--- config.mk ---
export PLATFORM = sky130hd
export DESIGN_NAME = est_trigger_ctrl
export DESIGN_NICKNAME = d
export VERILOG_FILES = /design/src/pkg/est_pkg.sv /design/src/rtl/est_trigger_ctrl.sv
export VERILOG_INCLUDE_DIRS = /design/src /design/src/pkg
export SDC_FILE = /design/constraint.sdc
export NUM_CORES = 1
export LEC_CHECK = 0
export ABC_CLOCK_PERIOD_IN_PS = 6070
export BUFFER_PORTS_ARGS = -buffer_cell sky130_fd_sc_hd__clkbuf_2
export CORE_ASPECT_RATIO = 1.5
export CORE_MARGIN = 2
export CORE_UTILIZATION = 30
export DETAILED_ROUTE_END_ITERATION = 10
export GPL_TIMING_DRIVEN = 0
export PLACE_DENSITY = 0.51
export SYNTH_ARGS = -nofsm -noshare
export SYNTH_HDL_FRONTEND = slang
export SYNTH_SLANG_ARGS = --single-unit
--- constraint.sdc ---
create_clock -name clk -period 6.07 [get_ports clk]
set_input_delay 1.821 -clock clk [delete_from_list [all_inputs] [get_ports clk]]
set_output_delay 1.821 -clock clk [all_outputs]
set_load 0.02 [all_outputs]
--- src/pkg/est_consts.svh ---
`ifndef EST_CONSTS_SVH
`define EST_CONSTS_SVH

`define EST_ADDR_W 8
`define EST_DATA_W 32

// register offsets
`define EST_OFF_CTRL 8'h00
`define EST_OFF_CMD 8'h04
`define EST_OFF_EXPOSURE 8'h08
`define EST_OFF_PERIOD 8'h0C
`define EST_OFF_MIN_PERIOD 8'h10
`define EST_OFF_TIMER_DELAY 8'h14
`define EST_OFF_TIMER_DUR 8'h18
`define EST_OFF_READOUT 8'h1C
`define EST_OFF_STATUS 8'h20

// control fields
`define EST_CTRL_MODE 0
`define EST_CTRL_SRC 3:1
`define EST_CTRL_EDGE 5:4
`define EST_CTRL_WIDTH 6
`define EST_CTRL_TLEVEL 7
`define EST_CTRL_USEROUT 8

// command bits
`define EST_CMD_START 0
`define EST_CMD_STOP 1
`define EST_CMD_SWTRIG 2

// encodings
`define EST_SRC_SOFTWARE 3'h0
`define EST_SRC_USEROUT 3'h1
`define EST_SRC_GRABBER 3'h2
`define EST_SRC_TIMER 3'h3
`define EST_SRC_LINE 3'h4
`define EST_EDGE_RISE 2'h0
`define EST_EDGE_FALL 2'h1
`define EST_EDGE_BOTH 2'h2

// reset values, in clock cycles
`define EST_RST_EXPOSURE 32'h0000_2710
`define EST_RST_PERIOD 32'h0001_E848
`define EST_RST_MIN_PERIOD 32'h0000_4E20
`define EST_RST_READOUT 32'h0000_03E8

`endif

--- src/pkg/est_pkg.sv ---
`include "est_consts.svh"

package est_pkg;

    typedef enum logic [1:0] {
        ST_IDLE,
        ST_WAIT,
        ST_EXPOSE,
        ST_READOUT
    } est_fsm_e;

    typedef logic [`EST_DATA_W-1:0] est_word_t;

    typedef struct packed {
        logic [`EST_ADDR_W-1:0] addr;
        est_word_t wdata;
        logic wr;
        logic rd;
    } est_bus_req_s;

    typedef struct packed {
        est_fsm_e fsm;
        logic acq;
        logic stopPend;
        logic modeOn;
        logic [2:0] src;
        logic [1:0] edgeSel;
        logic widthMode;
        logic timerLevel;
        logic userOut;
        logic userPrev;
        est_word_t expTime;
        est_word_t period;
        est_word_t minPeriod;
        est_word_t tDelay;
        est_word_t tDuration;
        est_word_t readout;
        est_word_t cnt;
        est_word_t runCnt;
        est_word_t delayCnt;
        logic delayArmed;
        logic followLevel;
        logic [2:0] frameSrc;
        logic frameStart;
        est_word_t rdata;
        logic [1:0] sync1;
        logic [1:0] sync2;
        logic [1:0] sync3;
        logic [1:0] filt;
        logic [1:0] filtPrev;
    } est_state_s;

endpackage : est_pkg

--- src/rtl/est_trigger_ctrl.sv ---
`timescale 1ns/1ps
`include "est_consts.svh"
// Operation
// - the exposure start trigger is the only trigger and begins each frame
// - trigger mode off: generate triggers internally from start until stop
// - free-run rate is programmed rate, clamped to maximum allowed rate
// - trigger mode off: exposure lasts the programmed exposure time
// - trigger mode on: frames start only on triggers from chosen source
// - each software trigger command issued while waiting delivers one exposure start trigger, unless a stop is in the same write (the stop wins)
// - user output source: toggling the software output bit is the trigger
// - edge select picks rising, falling or both edges of the trigger signal
// - software source: exposure lasts the programmed exposure time
// - grabber or line source: timed uses exposure time, width follows signal unless both edges are selected
// - timer width mode: edge timer uses duration, level timer follows line
// - user output width mode: exposure spans output bit on to off (off to on for falling edge, timed for both)
// - timer source delays the external line event by the timer delay
// - line source: external trigger line is the exposure start trigger
// - while waiting, the selected hardware edge starts a frame
// - leave waiting on exposure start, return once a trigger is acceptable
// - software triggers while not ready are discarded
// - grabber line triggers during a running exposure are discarded
// - stop lets a frame in progress finish, else stops at once
// - triggers from any source outside the waiting state are ignored; a free-run trigger falling due during a frame is held until waiting

module est_trigger_ctrl (
    input wire logic clk,
    input wire logic resetn,
    input wire logic clkEn,
    input wire est_pkg::est_bus_req_s busReq,
    output logic [`EST_DATA_W-1:0] busRdata,
    input wire logic externalTriggerLine,
    input wire logic grabberTriggerLine,
    output logic exposureActive,
    output logic frameStartPulse,
    output logic waitingForTrigger,
    output logic acquisitionActive
);
    import est_pkg::*;

    ////////////////////////////////////////////////////////////////////////
    localparam int EXT = 0;
    localparam int GRB = 1;

    localparam est_state_s RESET_STATE = '{
        fsm: ST_IDLE,
        expTime: `EST_RST_EXPOSURE,
        period: `EST_RST_PERIOD,
        minPeriod: `EST_RST_MIN_PERIOD,
        readout: `EST_RST_READOUT,
        default: '0
    };

    est_state_s q;
    est_state_s n;

    function automatic logic edgeHit(input logic r, input logic f,
                                     input logic [1:0] sel);
        logic hit;
        hit = 1'b0;
        case (sel)
            `EST_EDGE_RISE: hit = r;
            `EST_EDGE_FALL: hit = f;
            `EST_EDGE_BOTH: hit = r | f;
            default: hit = 1'b0;
        endcase
        return hit;
    endfunction : edgeHit

    ////////////////////////////////////////////////////////////////////////
    logic [1:0] pinRise;
    logic [1:0] pinFall;
    logic userRise;
    logic userFall;
    logic wrCtrl;
    logic cmdStart;
    logic cmdStop;
    logic cmdSw;
    logic trig;
    logic lineEdge;
    logic levelNow;
    logic activeNow;
    est_word_t effPeriod;

    always_comb begin
        n = q;
        n.frameStart = 1'b0;
        n.rdata = '0;
        trig = 1'b0;
        levelNow = 1'b0;

        // first stage feeds only the second one
        n.sync1 = {grabberTriggerLine, externalTriggerLine};
        n.sync2 = q.sync1;
        n.sync3 = q.sync2;
        for (int i = 0; i < 2; i++) begin
            if (q.sync2[i] == q.sync3[i]) begin
                n.filt[i] = q.sync3[i];
            end
        end
        n.filtPrev = q.filt;
        pinRise = q.filt & ~q.filtPrev;
        pinFall = ~q.filt & q.filtPrev;
        userRise = q.userOut & ~q.userPrev;
        userFall = ~q.userOut & q.userPrev;
        n.userPrev = q.userOut;
        lineEdge = edgeHit(pinRise[EXT], pinFall[EXT], q.edgeSel);

        // register bus
        wrCtrl = busReq.wr && busReq.addr == `EST_OFF_CTRL;
        cmdStart = busReq.wr && busReq.addr == `EST_OFF_CMD
                   && busReq.wdata[`EST_CMD_START];
        cmdStop = busReq.wr && busReq.addr == `EST_OFF_CMD
                  && busReq.wdata[`EST_CMD_STOP];
        cmdSw = busReq.wr && busReq.addr == `EST_OFF_CMD
                && busReq.wdata[`EST_CMD_SWTRIG];
        if (wrCtrl) begin
            n.modeOn = busReq.wdata[`EST_CTRL_MODE];
            n.src = busReq.wdata[`EST_CTRL_SRC];
            n.edgeSel = busReq.wdata[`EST_CTRL_EDGE];
            n.widthMode = busReq.wdata[`EST_CTRL_WIDTH];
            n.timerLevel = busReq.wdata[`EST_CTRL_TLEVEL];
            n.userOut = busReq.wdata[`EST_CTRL_USEROUT];
        end
        if (busReq.wr) begin
            case (busReq.addr)
                `EST_OFF_EXPOSURE: n.expTime = busReq.wdata;
                `EST_OFF_PERIOD: n.period = busReq.wdata;
                `EST_OFF_MIN_PERIOD: n.minPeriod = busReq.wdata;
                `EST_OFF_TIMER_DELAY: n.tDelay = busReq.wdata;
                `EST_OFF_TIMER_DUR: n.tDuration = busReq.wdata;
                `EST_OFF_READOUT: n.readout = busReq.wdata;
                default: ;
            endcase
        end
        if (busReq.rd) begin
            case (busReq.addr)
                `EST_OFF_CTRL: begin
                    n.rdata[`EST_CTRL_MODE] = q.modeOn;
                    n.rdata[`EST_CTRL_SRC] = q.src;
                    n.rdata[`EST_CTRL_EDGE] = q.edgeSel;
                    n.rdata[`EST_CTRL_WIDTH] = q.widthMode;
                    n.rdata[`EST_CTRL_TLEVEL] = q.timerLevel;
                    n.rdata[`EST_CTRL_USEROUT] = q.userOut;
                end
                `EST_OFF_EXPOSURE: n.rdata = q.expTime;
                `EST_OFF_PERIOD: n.rdata = q.period;
                `EST_OFF_MIN_PERIOD: n.rdata = q.minPeriod;
                `EST_OFF_TIMER_DELAY: n.rdata = q.tDelay;
                `EST_OFF_TIMER_DUR: n.rdata = q.tDuration;
                `EST_OFF_READOUT: n.rdata = q.readout;
                `EST_OFF_STATUS: n.rdata[4:0] = {
                    q.stopPend, q.fsm == ST_READOUT,
                    q.fsm == ST_EXPOSE, q.fsm == ST_WAIT, q.acq};
                default: n.rdata = '0;
            endcase
        end

        // free-run clamp: a period shorter than allowed is stretched
        effPeriod = (q.period < q.minPeriod) ? q.minPeriod
                                             : q.period;
        if (q.acq && !q.modeOn && q.runCnt != '0) begin
            n.runCnt = q.runCnt - 32'h1;
        end

        // delay line for the timer source, armed only while waiting
        if (q.delayArmed) begin
            if (q.delayCnt != '0) begin
                n.delayCnt = q.delayCnt - 32'h1;
            end else begin
                n.delayArmed = 1'b0;
            end
        end else if (q.modeOn && q.src == `EST_SRC_TIMER
                     && q.fsm == ST_WAIT && lineEdge) begin
            n.delayArmed = 1'b1;
            n.delayCnt = q.tDelay;
        end

        // trigger selection
        if (!q.modeOn) begin
            trig = q.runCnt == '0;
        end else begin
            case (q.src)
                `EST_SRC_SOFTWARE: trig = cmdSw;
                `EST_SRC_USEROUT: begin
                    trig = edgeHit(userRise, userFall, q.edgeSel);
                end
                `EST_SRC_GRABBER: begin
                    trig = edgeHit(pinRise[GRB], pinFall[GRB],
                                   q.edgeSel);
                end
                `EST_SRC_TIMER: begin
                    trig = q.delayArmed && q.delayCnt == '0;
                end
                `EST_SRC_LINE: trig = lineEdge;
                default: trig = 1'b0;
            endcase
        end

        // level of the signal that a width exposure follows
        case (q.frameSrc)
            `EST_SRC_USEROUT: levelNow = q.userOut;
            `EST_SRC_GRABBER: levelNow = q.filt[GRB];
            default: levelNow = q.filt[EXT];
        endcase
        activeNow = (q.edgeSel == `EST_EDGE_FALL) ? ~levelNow : levelNow;

        ////////////////////////////////////////////////////////////////////
        case (q.fsm)
            ST_IDLE: begin
                // a start during a frame still draining is ignored
                if (cmdStart) begin
                    n.fsm = ST_WAIT;
                    n.acq = 1'b1;
                    n.stopPend = 1'b0;
                    n.runCnt = '0;
                end
            end
            ST_WAIT: begin
                if (q.stopPend || cmdStop) begin
                    n.fsm = ST_IDLE;
                    n.acq = 1'b0;
                    n.stopPend = 1'b0;
                    n.delayArmed = 1'b0;
                end else if (trig) begin
                    n.fsm = ST_EXPOSE;
                    n.frameStart = 1'b1;
                    n.frameSrc = q.src;
                    n.delayArmed = 1'b0;
                    n.runCnt = effPeriod - 32'h1;
                    n.cnt = q.expTime;
                    // both-edge width has no end edge, so it runs timed, except the level timer, which follows the line
                    n.followLevel = q.modeOn && q.widthMode
                        && q.src != `EST_SRC_SOFTWARE
                        && q.edgeSel != `EST_EDGE_BOTH;
                    if (q.modeOn && q.widthMode
                        && q.src == `EST_SRC_TIMER) begin
                        n.followLevel = q.timerLevel;
                        if (!q.timerLevel) begin
                            n.cnt = q.tDuration;
                        end
                    end
                end
            end
            ST_EXPOSE: begin
                // triggers here fall through unused
                if (cmdStop) begin
                    n.stopPend = 1'b1;
                end
                n.cnt = q.cnt - 32'h1;
                if (q.followLevel ? !activeNow
                                  : q.cnt <= 32'h1) begin
                    n.fsm = ST_READOUT;
                    n.cnt = q.readout;
                end
            end
            ST_READOUT: begin
                n.cnt = q.cnt - 32'h1;
                if (q.cnt <= 32'h1) begin
                    if (q.stopPend || cmdStop) begin
                        n.fsm = ST_IDLE;
                        n.acq = 1'b0;
                        n.stopPend = 1'b0;
                    end else begin
                        n.fsm = ST_WAIT;
                    end
                end else if (cmdStop) begin
                    n.stopPend = 1'b1;
                end
            end
            default: n.fsm = ST_IDLE;
        endcase
    end

    always_ff @(posedge clk or negedge resetn) begin
        if (!resetn) begin
            q <= RESET_STATE;
        end else if (clkEn) begin
            q <= n;
        end
    end

    assign busRdata = q.rdata;
    assign exposureActive = q.fsm == ST_EXPOSE;
    assign frameStartPulse = q.frameStart;
    assign waitingForTrigger = q.fsm == ST_WAIT;
    assign acquisitionActive = q.acq;
endmodule : est_trigger_ctrl

==> out/results.txt <==
status: finished, final reports clean
number of synthesized flops with an enable pin: 0
Clock Skews: 26.5 ps
CTS Buf Count: 37
# resized after CTS: 0
area added between synthesis and finish: 14.3%
die height: 323 um
Clock Path Buffers: 3
pin count of the biggest net entering global routing: 113
RSZ-0062 raised after global routing: no
number of I/O port buffers: 81
Synth cell types: 88
async set or reset register ratio after synthesis: 100%
drt total wl: 78.6 mm
postcts setup bufs: 0
cts hold-fix bufs: 0
vias: 17200
top-area cell type share of the netlist area: 40.1%
HP Start: frameStartPulse$_DFFE_PN0P_
VDD IR max: 0.192 mV
Final Cycle Share: 90.2%
CTS tree: done
GRT Total Usage: 22.2%
hold path cells: 1
H-tree depth reported by CTS: 2
std cell rows: 117
Root Buffer: clkbuf_16
Cells after Synth: 2030
flop2flop setup slack: 590 ps
I/O pin count: 83
fraction of layout cells with a size suffix above 1: 22.0%
area leader, netlist: dfrtp_1
YS warnings: 0
hold worst-path end: frameStartPulse$_DFFE_PN0P_
minimum clock period: 5480 ps
Max-cap violations: 0
Detail Route Antenna Nets: 0
final hold vios: 0
sequential fraction of the synthesis area: 43.1%
vias in the first global route: 17200
hold_ws: 480 ps
wire per inst: 25.6 um
Register Area: 8790 sq um
Clock Sinks: 350
Worst Path Arrival: 5870 ps
crit-path max FO: 10
Max Clk Rate: 183 MHz
Yosys reg bits: 350
First DRT Iteration DRCs: 1323
Routability Congestion: 0.945
Worst-path clk slew: 60 ps
Setup crit end kind: flip-flop
met2 Use GR: 38.5%
area of the mapped netlist: 20400 sq um
leading post-synthesis cells by cell area: dfrtp_1 (40%), mux2_2 (12%), mux2i_1 (3.4%)
Post-route DRC: 0
Die X: 217 um
final setup vio count: 0
Pleak: 10.1 nW
Total Die Area: 70200 sq um
Reg2Reg Depth: 20
first-pass GRT wire length: 115 mm
clk_lat worst skew: 570 ps
Synth Flop Type: dfrtp_1
Pre-Repair DR Iteration Count: 5
CP Launch Type: flip-flop
Critical R2R Capture: q[90]$_DFFE_PN0P_
Final Slew Violations: 0
Setup CP Type: reg2reg
starting density of the core: 30.2%
Worst Path Required: 6470 ps
Min-Delay Path Class: reg2reg
GRT Residual Overflow: 0
hpwl dp: 61.4 mm
Avg Synthesized Cell Area: 10.1 sq um
GR Util met1: 24.5%
final net count: 2245
GRT Max-Usage Layer: met2
Multi-input gate area: 10600 sq um
Mapped Nets: 2120
met3 usage: 2.65%
Placed Area: 22100 sq um
Pwr Density: 275 nW/um^2
initial antenna violation count: 3
core area: 67600 sq um
slew margin rel.: 8.57%
Fill cells: 6883
Tightest Pin Transition: 1360 ps
DR vias/cell: 5.60
worst r2r src: q[259]$_DFFE_PN0P_
post-route cell area: 23300 sq um
[Yosys cell counts (all sizes together) (7+ instances only)]
cell,instances
and2,7
or2,11
xor2,17
o22ai,33
o22a,8
o211ai,33
dfstp,23
a21oi,82
a22o,16
inv,61
o21ai,125
nand4,12
and3,10
o2bb2ai,34
dfrtp,327
a21o,8
a221oi,35
buf,79
clkbuf,69
nor3,73
or3,27
nand3,61
ha,43
a211oi,9
a222oi,7
nor3b,10
nand2,153
nand3b,8
mux2,215
o221ai,13
mux2i,69
o311ai,11
nand2b,10
a221o,33
nor4,38
or4,16
nor2,126
xnor2,51
a31oi,8
[power breakdown]
part | switching (W) | internal (W)
Combinational | 0.000766 | 0.000512
Sequential | 0.000234 | 0.00251
Clock | 0.00102 | 0.00136
Total | 0.00203 | 0.00438
[cells in the final DEF (no fill, tap or decap), types with 36 or more instances in the layout]
cell type / Yosys / layout
clkbuf_16: 0 / 39
xnor2_1: 51 / 51
dfrtp_1: 327 / 327
clkbuf_1: 69 / 73
ha_1: 43 / 43
nor4_1: 36 / 36
a21oi_1: 81 / 81
nor2_1: 124 / 124
buf_4: 37 / 37
nand2_1: 153 / 153
inv_1: 61 / 61
o21ai_0: 113 / 113
nor3_1: 70 / 68
clkbuf_2: 0 / 82
mux2i_1: 69 / 69
nand3_1: 61 / 61
mux2_2: 215 / 215
[state kept, by name, indices dropped and copies added (netlist names), named ones only]
register           count
q                    308
acquisitionActive      1
frameStartPulse        1
n                      7
busRdata              32
[stage by stage]
stage | utilization, % | total power [W] | std cells | setup TNS (ps) | setup WS, ps
after global routing | 34.5 | 0.00671 | 3076 | 0 | 117
after CTS | 34.5 | 0.00646 | 3076 | 0 | 76.5
after global placement | 32.4 | 0.00401 | 3003 | -1615320 | -4860
after floorplan | - | 0.00360 | 2030 | 0 | 1630
final | 34.5 | 0.00641 | 3077 | 0 | 593
after detailed placement | 32.6 | 0.00405 | 3008 | 0 | 111
[how the worst max path moves through the flow]
stage,slack [ps],cells after the start,to,startpoint
finish,590,20,q[90]$_DFFE_PN0P_,q[259]$_DFFE_PN0P_
global route,120,21,q[110]$_DFFE_PN0P_,q[259]$_DFFE_PN0P_
CTS,80,21,q[110]$_DFFE_PN0P_,q[259]$_DFFE_PN0P_
detailed placement,110,21,q[110]$_DFFE_PN0P_,q[259]$_DFFE_PN0P_
global placement,-4860,1,frameStartPulse$_DFFE_PN0P_,resetn
floorplan,1630,21,q[110]$_DFFE_PN0P_,q[259]$_DFFE_PN0P_
[critical path: stages (launching register included)]
cell,delay (ps)
dfrtp_1,320
clkbuf_1,350
inv_1,90
ha_1,340
a21oi_1,140
o21ai_0,150
a221oi_1,300
o211ai_1,130
a31oi_1,150
clkbuf_2,300
clkbuf_2,370
clkbuf_1,430
mux2i_1,260
ha_1,270
nand2b_1,120
nand2b_1,150
clkbuf_1,240
or4_1,480
xnor2_1,140
o211ai_1,350
o311ai_0,240
[cell type report]
type                    instances  share of cell area [%]
diodes                          1                  0.0107
plain buffers                 148                    3.24
clock buffers                  52                    4.74
clock inverters                16                   0.617
inverters                      63                    1.01
multi-input cells            1469                    45.6
flip-flops and latches        350                    37.7
well taps                     892                    4.79
repair buffers                 86                    2.27
[metal layers]
layer	vias to the layer above	share of wire, %
met5	-	0.020
met4	2	9.3
met3	178	3.7
met2	517	49
met1	8707	38
li1	7842	-
[cells by family after synthesis]
logic type,synth area share [%]
AOI/OAI and AO/OA,17.0
xor gates and xnor gates,2.92
adders and majority gates,2.64
buffers and inverters,4.84
DFF,43.1
muxes,15.3
and+or+nand+nor,14.3
Note: power is estimated with default switching activity, not from simulation.
